File: config.mk
export PLATFORM = sky130hd
export DESIGN_NAME = bsr_top
export DESIGN_NICKNAME = d
export VERILOG_FILES = /design/src/logic/bsr_pkg.sv /design/src/logic/bsr_fifo.sv /design/src/logic/bsr_top.sv
export VERILOG_INCLUDE_DIRS = /design/src /design/src/logic
export SDC_FILE = /design/constraint.sdc
export NUM_CORES = 1
export LEC_CHECK = 0
export ABC_AREA = 1
export BUFFER_PORTS_ARGS = -buffer_cell sky130_fd_sc_hd__buf_2
export CAP_MARGIN = 20
export CORE_AREA = 3 3 157 159
export DETAILED_ROUTE_END_ITERATION = 7
export DIE_AREA = 0 0 160 162
export PLACE_DENSITY = 0.58
export SLEW_MARGIN = 20
export SYNTH_ARGS = -nofsm -noshare
export SYNTH_HDL_FRONTEND = slang
export SYNTH_SLANG_ARGS = --single-unit
File: constraint.sdc
create_clock -name i_clk -period 2.9 [get_ports i_clk]
set_input_delay 0.29 -clock i_clk [delete_from_list [all_inputs] [get_ports i_clk]]
set_output_delay 0.29 -clock i_clk [all_outputs]
set_load 0.02 [all_outputs]
File: src/logic/bsr_defs.svh
// constants for the bidirectional shift register block
// assumes a 32-bit register port with byte addresses
`ifndef BSR_DEFS_SVH
`define BSR_DEFS_SVH

`define BSR_NSTAGE 8
`define BSR_WORD_W 32
`define BSR_FIFO_DEPTH 16
`define BSR_ADDR_W 8

`define BSR_OFS_CTRL 8'h00
`define BSR_OFS_STATUS 8'h04
`define BSR_OFS_FLAGS 8'h08
`define BSR_OFS_WORD0 8'h20

`define BSR_CTRL_RELEASE_REQ 0
`define BSR_CTRL_SOFT_CLEAR 1
`define BSR_CTRL_HOLD 2

`define BSR_STAT_MODE 0
`define BSR_STAT_LOST 1
`define BSR_STAT_FULL 2
`define BSR_STAT_COUNT_LSB 8

`define BSR_RST_RELEASE_REQ 1'b1
`define BSR_RST_HOLD 1'b0

`endif

File: src/logic/bsr_pkg.sv
// types of the bidirectional shift register block
// assumes bsr_defs.svh for sizes
//
// Operation
// RL1 - with release required on, shifts happen only while the release input is 1.
// RL2 - with release required off, the release input is ignored and the block runs.
// RL3 - a rising forward pulse shifts forward; in bit mode the forward flag is shifted in.
// RL4 - a rising backward pulse shifts backward; in bit mode the backward flag is shifted in.
// RL5 - while clear is 1 every flag stage and every word stage reads zero.
// RL6 - in word mode forward takes the forward word and backward the backward word, signed 32 bit.
// RL7 - bit mode and word mode exist, and bit mode is the default.
// RL8 - in bit mode the word inputs are ignored and the word outputs carry nothing.
// RL9 - eight flag stages in bit mode and eight signed 32-bit word stages in word mode.
// RL10 - nothing is retained; all stages start cleared.
// RL11 - a forward word shift puts the forward word in stage 1 and moves the rest upward.
// RL12 - a forward bit shift puts the forward flag in stage 1 and moves the rest upward.
// RL13 - a backward bit shift puts the backward flag in stage 8 and moves the rest downward.
// RL14 - a backward word shift puts the backward word in stage 8 and moves the rest downward.
// RL15 - edges are found in the system clock; clear beats shifts, forward beats backward.
`include "bsr_defs.svh"
`default_nettype none

package bsr_pkg;
    timeunit 1ns;
    timeprecision 1ps;

    typedef enum logic {
        BSR_FWD,
        BSR_BWD
    } bsr_dir_e;

    typedef logic signed [`BSR_WORD_W-1:0] bsr_word_t;

    typedef logic [`BSR_NSTAGE-1:0][`BSR_WORD_W-1:0] bsr_words_t;

    typedef struct packed {
        bsr_dir_e dir;
        logic flag;
        bsr_word_t word;
    } bsr_cmd_s;

    typedef struct packed {
        logic release_req;
        logic hold;
    } bsr_ctrl_s;

endpackage

`default_nettype wire

File: src/logic/bsr_fifo.sv
// flip-flop fifo with valid and ready on both sides
// assumes one clock and a synchronous active-low reset
`include "bsr_defs.svh"
`default_nettype none

module bsr_fifo #(
    parameter int WIDTH = 34,
    parameter int DEPTH = `BSR_FIFO_DEPTH
) (
    input wire logic i_clk,
    input wire logic i_rst_n,
    input wire logic i_flush,
    input wire logic i_in_valid,
    output logic o_in_ready,
    input wire logic [WIDTH-1:0] i_in_data,
    output logic o_out_valid,
    input wire logic i_out_ready,
    output logic [WIDTH-1:0] o_out_data,
    output logic [$clog2(DEPTH):0] o_count
);
    timeunit 1ns;
    timeprecision 1ps;

    localparam int AW = $clog2(DEPTH);

    initial begin
        if (DEPTH < 2 || (1 << AW) != DEPTH || WIDTH < 1) begin
            $error("bsr_fifo: depth must be a power of two of at least 2");
        end
    end

    logic [DEPTH-1:0][WIDTH-1:0] mem_reg;
    logic [DEPTH-1:0][WIDTH-1:0] mem_next;
    logic [AW-1:0] wr_reg, wr_next, rd_reg, rd_next;
    logic [AW:0] cnt_reg, cnt_next;
    logic push, pop;

    always_comb begin
        push = i_in_valid && (cnt_reg != DEPTH[AW:0]);
        pop = i_out_ready && (cnt_reg != '0);
        mem_next = mem_reg;
        wr_next = wr_reg;
        rd_next = rd_reg;
        cnt_next = cnt_reg;
        if (i_flush) begin
            wr_next = '0;
            rd_next = '0;
            cnt_next = '0;
        end else begin
            if (push) begin
                mem_next[wr_reg] = i_in_data;
                wr_next = wr_reg + 1'b1;
            end
            if (pop) begin
                rd_next = rd_reg + 1'b1;
            end
            if (push && !pop) begin
                cnt_next = cnt_reg + 1'b1;
            end else if (pop && !push) begin
                cnt_next = cnt_reg - 1'b1;
            end
        end
    end

    always_ff @(posedge i_clk) begin
        if (!i_rst_n) begin
            mem_reg <= '0;
            wr_reg <= '0;
            rd_reg <= '0;
            cnt_reg <= '0;
        end else begin
            mem_reg <= mem_next;
            wr_reg <= wr_next;
            rd_reg <= rd_next;
            cnt_reg <= cnt_next;
        end
    end

    assign o_in_ready = (cnt_reg != DEPTH[AW:0]);
    assign o_out_valid = (cnt_reg != '0);
    assign o_out_data = mem_reg[rd_reg];
    assign o_count = cnt_reg;

endmodule

`default_nettype wire

File: src/logic/bsr_top.sv
// bidirectional shift register: edge detect, command fifo, stage chain,
// and a small register port
// assumes pulses, data, release and clear come from logic on i_clk
//
// The strobed register port and the address map were left to the implementer.
`include "bsr_defs.svh"
`default_nettype none

module bsr_top
    import bsr_pkg::*;
#(
    parameter bit DOUBLE_WORD = 1'b0,
    parameter int NSTAGE = `BSR_NSTAGE,
    parameter int FIFO_DEPTH = `BSR_FIFO_DEPTH
) (
    input wire logic i_clk,
    input wire logic i_rst_n,
    input wire logic i_release,
    input wire logic i_clear,
    input wire logic i_fwd_pulse,
    input wire logic i_bwd_pulse,
    input wire logic i_fwd_flag_in,
    input wire logic i_bwd_flag_in,
    input wire bsr_pkg::bsr_word_t i_fwd_word_in,
    input wire bsr_pkg::bsr_word_t i_bwd_word_in,
    input wire logic [`BSR_ADDR_W-1:0] i_addr,
    input wire logic [31:0] i_wdata,
    input wire logic i_wr,
    input wire logic i_rd,
    output logic [31:0] o_rdata,
    output logic o_pulse_ready,
    output logic [NSTAGE-1:0] o_flag_stage,
    output bsr_pkg::bsr_words_t o_word_stage
);
    timeunit 1ns;
    timeprecision 1ps;

    import bsr_pkg::*;

    localparam int CW = $clog2(FIFO_DEPTH) + 1;
    localparam int CMD_W = $bits(bsr_cmd_s);

    initial begin
        if (NSTAGE != `BSR_NSTAGE) begin
            $error("bsr_top: the stage chain is built for exactly eight stages");
        end
        if (FIFO_DEPTH < 2 || FIFO_DEPTH > 128) begin
            $error("bsr_top: fifo depth must lie between 2 and 128");
        end
        if ((1 << (CW - 1)) != FIFO_DEPTH) begin
            $error("bsr_top: fifo depth must be a power of two");
        end
    end

    // control register state

    bsr_ctrl_s ctrl_reg;
    bsr_ctrl_s ctrl_next;
    logic lost_reg;
    logic lost_next;
    logic soft_clr_reg;
    logic soft_clr_next;
    logic [31:0] rdata_reg;
    logic [31:0] rdata_next;

    // edge detection state; previous levels reset low, so a pulse
    // already high when reset lifts counts as one edge

    logic fwd_prev_reg;
    logic fwd_prev_next;
    logic bwd_prev_reg;
    logic bwd_prev_next;
    logic ready_reg;
    logic ready_next;

    // stage chain state

    logic [NSTAGE-1:0] flag_reg;
    logic [NSTAGE-1:0] flag_next;
    bsr_words_t word_reg;
    bsr_words_t word_next;

    // fifo wiring

    bsr_cmd_s in_cmd;
    bsr_cmd_s out_cmd;
    logic in_valid;
    logic in_ready;
    logic out_valid;
    logic out_ready;
    logic [CMD_W-1:0] out_raw;
    logic [CW-1:0] fifo_count;

    logic enabled;
    logic clearing;
    logic fwd_edge;
    logic bwd_edge;

    always_comb begin
        enabled = ctrl_reg.release_req ? i_release : 1'b1; // RL1 RL2
        clearing = i_clear || soft_clr_reg;
        fwd_edge = i_fwd_pulse && !fwd_prev_reg; // RL15
        bwd_edge = i_bwd_pulse && !bwd_prev_reg; // RL15
    end

    // edge detection and command forming

    always_comb begin
        fwd_prev_next = i_fwd_pulse;
        bwd_prev_next = i_bwd_pulse;
        in_cmd = '0;
        in_valid = 1'b0;
        // a tie goes forward; the backward edge of that cycle is dropped
        if (!clearing && enabled) begin // RL1 RL15
            if (fwd_edge) begin // RL3 RL15
                in_valid = 1'b1;
                in_cmd.dir = BSR_FWD;
                in_cmd.flag = DOUBLE_WORD ? 1'b0 : i_fwd_flag_in; // RL3 RL8
                in_cmd.word = DOUBLE_WORD ? i_fwd_word_in : '0; // RL6 RL8
            end else if (bwd_edge) begin // RL4
                in_valid = 1'b1;
                in_cmd.dir = BSR_BWD;
                in_cmd.flag = DOUBLE_WORD ? 1'b0 : i_bwd_flag_in; // RL4 RL8
                in_cmd.word = DOUBLE_WORD ? i_bwd_word_in : '0; // RL6 RL8
            end
        end
        ready_next = in_ready;
    end

    always_ff @(posedge i_clk) begin
        if (!i_rst_n) begin
            fwd_prev_reg <= 1'b0;
            bwd_prev_reg <= 1'b0;
            ready_reg <= 1'b0;
        end else begin
            fwd_prev_reg <= fwd_prev_next;
            bwd_prev_reg <= bwd_prev_next;
            ready_reg <= ready_next;
        end
    end

    // command queue between edge detection and the stage chain

    bsr_fifo #(
        .WIDTH(CMD_W),
        .DEPTH(FIFO_DEPTH)
    ) u_fifo (
        .i_clk(i_clk),
        .i_rst_n(i_rst_n),
        .i_flush(clearing),
        .i_in_valid(in_valid),
        .o_in_ready(in_ready),
        .i_in_data(in_cmd),
        .o_out_valid(out_valid),
        .i_out_ready(out_ready),
        .o_out_data(out_raw),
        .o_count(fifo_count)
    );

    // stage chain, one command per cycle unless held or released off

    logic [NSTAGE-1:0] flag_up;
    logic [NSTAGE-1:0] flag_down;
    bsr_words_t word_up;
    bsr_words_t word_down;

    for (genvar i = 0; i < NSTAGE; i++) begin : g_stage
        if (i == 0) begin : g_first
            assign flag_up[i] = out_cmd.flag; // RL12
            assign word_up[i] = out_cmd.word; // RL11
        end else begin : g_mid_up
            assign flag_up[i] = flag_reg[i-1]; // RL12
            assign word_up[i] = word_reg[i-1]; // RL11
        end
        if (i == NSTAGE - 1) begin : g_last
            assign flag_down[i] = out_cmd.flag; // RL13
            assign word_down[i] = out_cmd.word; // RL14
        end else begin : g_mid_down
            assign flag_down[i] = flag_reg[i+1]; // RL13
            assign word_down[i] = word_reg[i+1]; // RL14
        end
    end

    always_comb begin
        out_cmd = bsr_cmd_s'(out_raw);
        // hold only stalls the queue; release low also stops new edges being queued; nothing already queued is lost
        out_ready = enabled && !ctrl_reg.hold && !clearing; // RL1
        flag_next = flag_reg;
        word_next = word_reg;
        if (clearing) begin // RL5 RL15
            flag_next = '0;
            word_next = '0;
        end else if (out_valid && out_ready) begin
            if (out_cmd.dir == BSR_FWD) begin
                if (DOUBLE_WORD) begin // RL7
                    word_next = word_up; // RL11
                end else begin
                    flag_next = flag_up; // RL12
                end
            end else begin
                if (DOUBLE_WORD) begin
                    word_next = word_down; // RL14
                end else begin
                    flag_next = flag_down; // RL13
                end
            end
        end
    end

    always_ff @(posedge i_clk) begin
        if (!i_rst_n) begin
            flag_reg <= '0; // RL10
            word_reg <= '0; // RL10
        end else begin
            flag_reg <= flag_next;
            word_reg <= word_next;
        end
    end

    // register port: address decode, a read strobe per mapped register plus write strobes for control and status

    logic wr_ctrl, wr_status, rd_ctrl, rd_status, rd_flags;
    logic [NSTAGE-1:0] rd_word;
    logic [31:0] status_word;

    for (genvar k = 0; k < NSTAGE; k++) begin : g_word_sel
        assign rd_word[k] = i_rd && i_addr == `BSR_OFS_WORD0 + 8'(4 * k);
    end

    always_comb begin
        wr_ctrl = i_wr && i_addr == `BSR_OFS_CTRL;
        wr_status = i_wr && i_addr == `BSR_OFS_STATUS;
        rd_ctrl = i_rd && i_addr == `BSR_OFS_CTRL;
        rd_status = i_rd && i_addr == `BSR_OFS_STATUS;
        rd_flags = i_rd && i_addr == `BSR_OFS_FLAGS;
    end

    // status word as software sees it; count field sized by the fifo depth

    always_comb begin
        status_word = '0;
        status_word[`BSR_STAT_MODE] = DOUBLE_WORD; // RL7
        status_word[`BSR_STAT_LOST] = lost_reg;
        status_word[`BSR_STAT_FULL] = !in_ready;
        status_word[`BSR_STAT_COUNT_LSB +: CW] = fifo_count;
    end

    always_comb begin
        ctrl_next = ctrl_reg;
        soft_clr_next = 1'b0;
        lost_next = lost_reg;
        rdata_next = '0;
        if (wr_ctrl) begin
            ctrl_next.release_req = i_wdata[`BSR_CTRL_RELEASE_REQ]; // RL1 RL2
            ctrl_next.hold = i_wdata[`BSR_CTRL_HOLD];
            soft_clr_next = i_wdata[`BSR_CTRL_SOFT_CLEAR]; // RL5
        end
        if (wr_status && i_wdata[`BSR_STAT_LOST]) begin
            lost_next = 1'b0;
        end
        // an edge refused by a full fifo; setting wins over clearing
        if (in_valid && !in_ready) begin
            lost_next = 1'b1;
        end
        if (rd_ctrl) begin
            rdata_next[`BSR_CTRL_RELEASE_REQ] = ctrl_reg.release_req;
            rdata_next[`BSR_CTRL_HOLD] = ctrl_reg.hold;
        end
        if (rd_status) begin
            rdata_next = status_word;
        end
        if (rd_flags) begin
            rdata_next[NSTAGE-1:0] = flag_reg; // RL9
        end
        for (int k = 0; k < NSTAGE; k++) begin
            if (rd_word[k]) begin
                rdata_next = word_reg[k]; // RL9
            end
        end
    end

    always_ff @(posedge i_clk) begin
        if (!i_rst_n) begin
            ctrl_reg.release_req <= `BSR_RST_RELEASE_REQ;
            ctrl_reg.hold <= `BSR_RST_HOLD;
            soft_clr_reg <= 1'b0;
            lost_reg <= 1'b0;
            rdata_reg <= '0;
        end else begin
            ctrl_reg <= ctrl_next;
            soft_clr_reg <= soft_clr_next;
            lost_reg <= lost_next;
            rdata_reg <= rdata_next;
        end
    end

    // every output straight from a flip-flop
    assign o_rdata = rdata_reg;
    assign o_pulse_ready = ready_reg;
    assign o_flag_stage = flag_reg; // RL9
    assign o_word_stage = word_reg; // RL9 RL8

endmodule

`default_nettype wire

==> After elaboration in Yosys (flattened, before gate mapping) <==
Cells that the tools add are included.
W data, S select, Z words.
{ "word_totals": {"register_bits": 604, "input_bits": 114} }
{ "op_classes": {"add_sub_neg": 4, "order_cmp": 3, "n_eq_ne": 11, "mux": 21, "bitwise": 3, "n_reduce_logical": 42} }
{ "ops": {"columns": ["operator", "n"], "rows": [
  ["$bwmux W544", 1],
  ["$mux W34", 5],
  ["$bmux W34 S4", 1],
  ["$demux W34 S4", 1],
  ["$eq A8 B6 Y1 const B", 8],
  ["$logic_and A1 B1 Y1", 25],
  ["$mux W8", 2],
  ["$lt A4 B5 Y1 const B", 2],
  ["$mux W5", 2],
  ["$reduce_or A10 Y1", 1],
  ["$reduce_or A9 Y1", 1],
  ["$add A4 B1 Y4 const B", 2],
  ["$eq A8 B3 Y1 const B", 1],
  ["$eq A8 B4 Y1 const B", 1],
  ["$logic_not A8 Y1", 1],
  ["$mux W1", 8],
  ["$logic_not A1 Y1", 7],
  ["$add A5 B1 Y5 const B", 1],
  ["$ne A5 B5 Y1 const B", 1],
  ["$reduce_bool A5 Y1", 1],
  ["$sub A5 B1 Y5 const B", 1],
  ["$ge A4 B1 Y1 const B", 1],
  ["$reduce_and A2 Y1", 2],
  ["$reduce_bool A2 Y1", 2],
  ["other kinds (4)", 6]
]} }

==> Logic depth before layout (Yosys ltp) <==
Gate-level depths: netlist of run 1.
{ "logic_depth": {"depth_word": 10, "mapped_depth": 16} }

==> Hierarchy <==
A second synthesis of run 1 with hierarchy kept.
{ "hier_totals": {"hier_cells": 5141, "area_unflattened_um2": 31338.8} }
{ "modules_own_cells": {"columns": ["mod", "n_inst", "cells_each", "area_each_um2", "seq_area_each_um2"], "rows": [
  ["bsr_fifo", 1, 4681, 27989.3, 11150.7],
  ["bsr_top", 1, 460, 3349.5, 560.5]
]} }

==> Least setup slack after synthesis of run 1 <==
No wires, ideal clock.
{ "synth_path": {"path_kind": "reg2reg", "start": "register u_fifo.cnt_reg[1], in the netlist u_fifo.o_count[1]", "end": "register u_fifo.cnt_reg[4], in the netlist u_fifo.o_count[4]", "setup_ns": 0.121, "arrival_time_ns": 2.127, "required_ns": 2.779, "path_slack_ns": 0.652, "path_stages_with_launch": 14, "path_buffers": 1, "cell_sequence": "dfxtp_1 > inv_2 > nand4_1 > o211ai_1 > buf_2 > ha_1 > inv_1 > ha_1 > a21oi_1 > nor2_1 > o21ai_0 > nand3_1 > o21ai_0 > a21oi_1"} }
{ "synth_between": {"elab_chain_cells": 5, "word_cells_on_any_way": 13, "cone_classes": "add/sub (2); eq/ne (1); mux (2); reduce/logical (8)"} }
{ "synth_rtl": {"columns": ["element", "line", "rtl"], "rows": [
  ["start: declaration", "bsr_fifo.sv:35", "logic [AW:0] cnt_reg, cnt_next;"],
  ["start signal: assignment", "bsr_fifo.sv:75", "cnt_reg <= cnt_next;"],
  ["branches (longest 5 deep; another with $sub A5 B1 Y5)", null, null]
]} }
Several ways; the timed one is not identified. The select of a mux whose other input is x is not followed.
A chain may end at the register's enable or synchronous reset.

==> Worst setup path after layout of run 1 <==
Ends and elaborated chain as after synthesis.

==> impl_metrics.tcl, run 1 <==
set metrics [dict create \
    synth-xor-area-share_pct 0.460 \
    clock_latency_ps 330 \
    cts_setup_buffers 0 \
    synth-simple-area-share_pct 17.7 \
    grt-ovfl-total 0 \
    cts_hold_buf 0 \
    crit_chain "inv_2, nand4_1, o211ai_1, ha_1, inv_1, ha_1, a21oi_1, nor2_1, o21ai_0, nand3_1, o21ai_0, a21oi_1" \
    min_path_cells 3 \
    cpMaxStageDelayCell "ha_1" \
    fillers 2614 \
    cts_tree "yes" \
    clock_sinks 73 \
    start_util_pct 24.4 \
    period_minus_slack_ps 2450 \
    grt_max_degree 27 \
    die_y_um 162 \
    reg2regPathDepth 12 \
    synthAdderAreaFrac_pct 2.32 \
    drive_above_1_share_pct 13.8 \
    regArea_sq_um 1460 \
    synth_top_family_by_area "buffers and inverters" \
    crit_path_start_kind "flop" \
    place_congestion 0.810 \
    clock.fmax_ghz 0.409 \
    holdWs_ps 157 \
    synthDistinctLibCells 35 \
    synth_warnings 0 \
    pin_count 411 \
    ctsResizeCount 0 \
    htreeDepth 3 \
    ys_dominant_reg_cell "dfxtp_1" \
    drc 0 \
    synth_compound_area_share_pct 10.2 \
    wl_met1_um 4540 \
    grt_pass1_wl_um 15800 \
    routed_wl_um 10800 \
    hp-start "i_bwd_pulse" \
    layout.nets 928 \
    cts_root_buffer "clkbuf_16" \
    antenna_found_initial 0 \
    r2r_start "u_fifo.o_count[1]" \
    relSlewSlack_pct 62.0 \
    reg2reg_to "u_fifo.o_count[4]" \
    synth_top_area_share_pct 36.4 \
    synth-edff-count 0 \
    worst_pin_slew_ps 569 \
    end_kind "flop" \
    critical_path_class "flop to flop" \
    vias 3830 \
    synth_top_cells_by_area "buf_4 (36%), dfxtp_1 (26%), nand2_1 (5.1%)" \
    cts_buffers 9 \
    wl_met2_um 5080 \
    yosysSeqAreaShare_pct 25.6 \
    numPortBuffers 42 \
    drtAntennaViolNets 0 \
    gr-usage-all-layers_pct 7.43 \
    tns_ps 0 \
    largest_reg_flops 32 \
    period_share_pct 84.4 \
    diodes 0 \
    clk_path_buf_depth 2 \
    arrival_ps 2660 \
    startpoint "u_fifo.o_count[1]" \
    core_sq_um 23400 \
    async_reset_ff_share_pct 0 \
    syn-instance-count 761 \
    critPathMaxFanout 4 \
    setup_viol 0 \
    drt_pass1_iterations 4 \
    initialDrtViolationCount 174 \
    clock-skew-final_ps 8.09 \
    rsz0062_at_grt "false" \
    power_density_nw_per_um2 494 \
    yosysMostFrequentCell "buf_4" \
    avgSynthCellArea_sq_um 7.51 \
    finalHoldViolations 0 \
    cp.required_ps 3120 \
    max_stage_delay_ps 340 \
    holdPathEnd "bwd_prev_reg" \
    place_hpwl_um 8380 \
    dieArea_sq_um 25900 \
    netlist_top_cells_count "buf_4 (277), nand2_1 (77), dfxtp_1 (73)" \
    wl_per_cell_um 9.57 \
    ir_worst_vdd_mv 0.271 \
    rows 56 \
    multiInputGateArea_sq_um 2790 \
    run_status "complete, no violations" \
    grt_pass1_vias 3030 \
    wl_met3_um 1070 \
    drv_cap 0 \
    top_layer "met4" \
    die_w_um 160 \
    leakagePower_nw 2.69 \
    holdCritPathClass "input pin to flop" \
    slew_violations 0 \
    vias_per_cell 3.40 \
    ys_seq_elements 73 \
    area_growth_pct -3.02 \
    yosysTopAreaCell "buf_4" \
    syn-cell-area_sq_um 5710 \
    reg2reg_slack_ps 450 \
    synthMuxAreaShare_pct 0 \
    clk_pin_slew_ps 60 \
]
[worst max-delay path by stage]
stage / to / depth (start not counted)
finish: u_fifo.o_count[4] / 12
global route: u_fifo.o_count[3] / 12
CTS: u_fifo.o_count[4] / 12
detailed placement: u_fifo.o_count[4] / 12
global placement: u_fifo.o_count[4] / 12
floorplan: u_fifo.o_count[4] / 13
[layer usage]
metal | GRT usage [%] | vias up
li1 | - | 1939
met1 | 9.84 | 1665
met2 | 12.0 | 219
met3 | 1.94 | 7
met4 | 2.01 | 0
met5 | 0 | -
[cells in the final DEF (no fill, tap or decap), types with 21 or more instances in the layout]
cell type / n
a21oi_1: 46
buf_2: 42
conb_1: 275
dfxtp_1: 73
inv_1: 72
nand2_1: 77
nand3_1: 45
nor2_1: 36
o21ai_0: 21
[layout make-up]
class                   count  area share, %
clock inverters             7           1.72
clock buffers               9           4.06
flip-flops and latches     73           26.4
well taps                 319           7.20
repair buffers             47           4.47
inverters                  87           5.89
multi-input cells         586           50.3
[report_power, final]
group	internal [W]	switching [W]
clock network	0.000753	0.000439
logic	0.0000652	0.000452
registers	0.00102	0.0000112
[stage by stage]
| step | setup slack, ps | power (W) | cells | cell area (sq um) | util (%) |
|---|---|---|---|---|---|
| floorplan | 652 | 0.00178 | 1035 | 6740 | - |
| global placement | 499 | 0.00155 | 1112 | 5220 | 22.3 |
| detailed placement | 480 | 0.00155 | 1112 | 5220 | 22.3 |
| CTS | 451 | 0.00275 | 1128 | 5540 | 23.7 |
| global route | 175 | 0.00284 | 1128 | 5540 | 23.7 |
| finish | 452 | 0.00274 | 1128 | 5540 | 23.7 |
[worst max-delay path: cells and delay by family (launching register included)]
kind                       cells  cell delay (ps)
DFF                            1              330
adders and majority gates      2              610
buffers and inverters          2              200
and+or+nand+nor                3              350
AOI/OAI and AO/OA              5              850
[kinds of logic after synthesis]
| kind of cell | count (synthesis) |
|---|---|
| buffers and inverters | 376 |
| and+or+nand+nor | 193 |
| AOI/OAI and AO/OA | 105 |
| DFF | 73 |
| adders and majority gates | 10 |
| xor gates and xnor gates | 3 |
| other | 1 |
(Power assumes the default switching activity.)
==> run 2: changes to the inputs <==
--- a/config.mk
+++ b/config.mk
@@ -6,13 +6,13 @@
 export SDC_FILE = /design/constraint.sdc
 export NUM_CORES = 1
 export LEC_CHECK = 0
-export ABC_AREA = 1
+export ABC_AREA = 0
 export BUFFER_PORTS_ARGS = -buffer_cell sky130_fd_sc_hd__buf_2
 export CAP_MARGIN = 20
-export CORE_AREA = 3 3 157 159
+export CORE_AREA = 3 3 159 161
 export DETAILED_ROUTE_END_ITERATION = 7
-export DIE_AREA = 0 0 160 162
-export PLACE_DENSITY = 0.58
+export DIE_AREA = 0 0 162 164
+export PLACE_DENSITY = 0.56
 export SLEW_MARGIN = 20
 export SYNTH_ARGS = -nofsm -noshare
 export SYNTH_HDL_FRONTEND = slang
==> constraint.sdc (replaced) <==
create_clock -name i_clk -period 2.57 [get_ports i_clk]
set_input_delay 0.257 -clock i_clk [delete_from_list [all_inputs] [get_ports i_clk]]
set_output_delay 0.257 -clock i_clk [all_outputs]
set_load 0.02 [all_outputs]
==> run 2 against run 1 <==
  * Count of clock-buffer cells in the layout grew 3
  * Clock skew fell by 2.6 ps
  * Critical path type unchanged
  * Largest power group unchanged
  * Sequential share of layout area is 0.099 points higher
  * Utilization is 0.74 points lower
  * Combinational power grew 13%
  * Fmax shrank 2.8%
==> impl_metrics.tcl, run 2 <==
set metrics [dict create \
    cts_root_buffer "clkbuf_16" \
    cts_tree "yes" \
    end_kind "flop" \
    clk_path_buf_depth 2 \
    layout_setup_ws_ps 50.9 \
    crit_path_start_kind "flop" \
    die_y_um 164 \
    clock_latency_ps 340 \
    grt-ovfl-total 0 \
    syn-instance-count 614 \
    crit_end "u_fifo.o_count[4]" \
    diodes 0 \
    p_int_w 0.00216 \
    cpMaxStageDelayCell "or3_4" \
    drc 0 \
    power.share.combinational_pct 18.6 \
    rows 57 \
    area_growth_pct 1.73 \
    wl_per_cell_um 9.83 \
    place_ws_ps -60.4 \
    cp.depth 13 \
    vias_per_cell 3.20 \
    reg2regPathDepth 13 \
    drive_above_1_share_pct 15.5 \
    yosysMostFrequentCell "buf_4" \
    async_reset_ff_share_pct 0 \
    dieArea_sq_um 26600 \
    setup_viol 0 \
    avgSynthCellArea_sq_um 8.85 \
    swShare_pct 31.2 \
    vias 3212 \
    worst_pin_slew_ps 574 \
    start_util_pct 22.6 \
    clock-skew-final_ps 5.49 \
    power_density_nw_per_um2 567 \
    r2r_start "u_fifo.o_count[3]" \
    routed_wl_um 9860 \
    drt_pass1_iterations 5 \
    cp.required_ps 2790 \
    initialDrtViolationCount 129 \
    synth_top_cells_by_area "buf_4 (38%), dfxtp_1 (27%), mux2i_1 (7.7%)" \
    synth_warnings 0 \
    crit_family "simple AND/OR/NAND/NOR gates" \
    place_congestion 0.760 \
    htreeDepth 3 \
    place_hpwl_um 7740 \
    max_stage_delay_ps 380 \
    grt_pass1_vias 2565 \
    holdWs_ps 136 \
    clock.fmax_ghz 0.397 \
    finalHoldViolations 0 \
    slew_violations 0 \
    cts_hold_buf 0 \
    cts_buffers 9 \
    clock_sinks 73 \
    syn-cell-area_sq_um 5440 \
    drtAntennaViolNets 0 \
    critical_path_class "flop to flop" \
    period_minus_slack_ps 2520 \
    reg2reg_to "u_fifo.o_count[4]" \
    relSlewSlack_pct 61.4 \
    layout_common_cells "conb_1 (275), dfxtp_1 (71), mux2i_1 (42), buf_2 (42), nor2b_1 (39)" \
    gr-usage-all-layers_pct 6.80 \
    reg2reg_slack_ps 50 \
    antenna_found_initial 0 \
    clk_pin_slew_ps 60 \
    ir_worst_vdd_mv 0.325 \
    grt_pass1_wl_um 13900 \
    pin_count 411 \
    rsz0062_at_grt "true" \
    arrival_ps 2740 \
    final_common_cell "conb_1" \
    worst-path-buf-inv 2 \
    synthDistinctLibCells 43 \
    leakagePower_nw 2.76 \
    critPathMaxFanout 2 \
    core_sq_um 24100 \
    clockPowerShare_pct 44.4 \
    crit_chain "nor4_4, nor2b_4, nor3_2, inv_2, ha_4, inv_2, ha_4, nor2b_1, o21a_1, or3_4, a21oi_2, xnor2_1, nor2_1" \
    layout.nets 798 \
    die_w_um 162 \
    ys_seq_elements 73 \
    numPortBuffers 42 \
    run_status "complete, no violations" \
    p_sw_w 0.000977 \
    drv_cap 0 \
    period_share_pct 98.0 \
    synth_top_area_share_pct 38.0 \
    yosysSeqAreaShare_pct 26.9 \
    ys_dominant_reg_cell "dfxtp_1" \
    netlist_top_cells_count "buf_4 (275), dfxtp_1 (73), mux2i_1 (42)" \
    largest_reg_flops 32 \
    holdCritPathClass "input pin to flop" \
    startpoint "u_fifo.o_count[3]" \
    grt_max_degree 35 \
    sequentialPowerShare_pct 37.0 \
    yosysTopAreaCell "buf_4" \
    synth-edff-count 0 \
]
==> run 2: metrics by stage <==
step / util [%] / cell area (sq um) / setup TNS [ps] / total power, W / instances
2_1_floorplan: - / 6490 / 0 / 0.00198 / 888
3_3_place_gp: 21.3 / 5130 / -66.2 / 0.00173 / 986
3_5_place_dp: 21.3 / 5130 / -60.4 / 0.00173 / 986
4_1_cts: 22.9 / 5520 / 0 / 0.00317 / 1003
5_1_grt: 22.9 / 5530 / -68.8 / 0.00327 / 1003
6_report: 22.9 / 5530 / 0 / 0.00313 / 1003
==> run 2: cell type report <==
cell class,instances,area (sq um)
Sequential cell,73,1460
Fill cell,2657,18600
Clock buffer,12,256
Timing Repair Buffer,65,383
Inverter,7,26.3
Tap cell,324,405
Multi-Input combinational cell,518,2920
Clock inverter,4,75.1
==> run 2: worst min path at each step <==
stage	start	end	slack (ps)	cells past startpoint
2_1_floorplan	i_addr[2]	o_rdata[0]	340	1
3_3_place_gp	i_wdata[0]	ctrl_reg[1]	470	3
3_5_place_dp	i_wdata[0]	ctrl_reg[1]	480	3
4_1_cts	i_wdata[0]	ctrl_reg[1]	120	3
5_1_grt	i_bwd_pulse	bwd_prev_reg	150	2
6_report	i_wdata[0]	ctrl_reg[1]	140	3
==> run 2: power groups by stage <==
| stage | Clock, W | Combinational (W) | Sequential (W) |
|---|---|---|---|
| 2_1_floorplan | 0 | 0.000793 | 0.00118 |
| 3_3_place_gp | 0 | 0.000552 | 0.00118 |
| 3_5_place_dp | 0 | 0.000553 | 0.00118 |
| 4_1_cts | 0.00144 | 0.000566 | 0.00116 |
| 5_1_grt | 0.00148 | 0.000633 | 0.00116 |
| 6_report | 0.00139 | 0.000583 | 0.00116 |
==> run 2: routing by layer <==
layer / global-route usage (%) / up-vias / share of wire [%]
met1: 8.47 / 1458 / 42
met3: 2.37 / 10 / 9.1
li1: - / 1568 / -
met2: 10.8 / 176 / 47
met4: 2.68 / 0 / 1.5
met5: 0 / - / 0
==> run 2: tightest hold or removal path, cell delays in order <==
cell     delay, ps
buf_2           70
mux2i_1         50
nand2_1         60
==> run 2: cells by family (layout without fill, tap and decap cells) <==
kind of cell	count (synthesis)	in the layout	synth area share, %
buffers and inverters	297	88	39.9
multiplexers	50	50	11.5
AND/OR/NAND/NOR	145	145	14.2
flip-flops	73	73	26.9
adder cells (fa/ha/maj)	10	10	2.44
AO/OA/AOI/OAI	29	29	3.59
XOR/XNOR	9	9	1.45
other	1	275	0.0690
==> run 2: timing repair <==
item                       in CTS  in global routing
buffers inserted                1                  0
hold endpoints to repair        0                  0
gates resized for setup         8                  4
gates cloned                    0                  0
pin swaps                       4                  3
setup endpoints to repair       1                  2
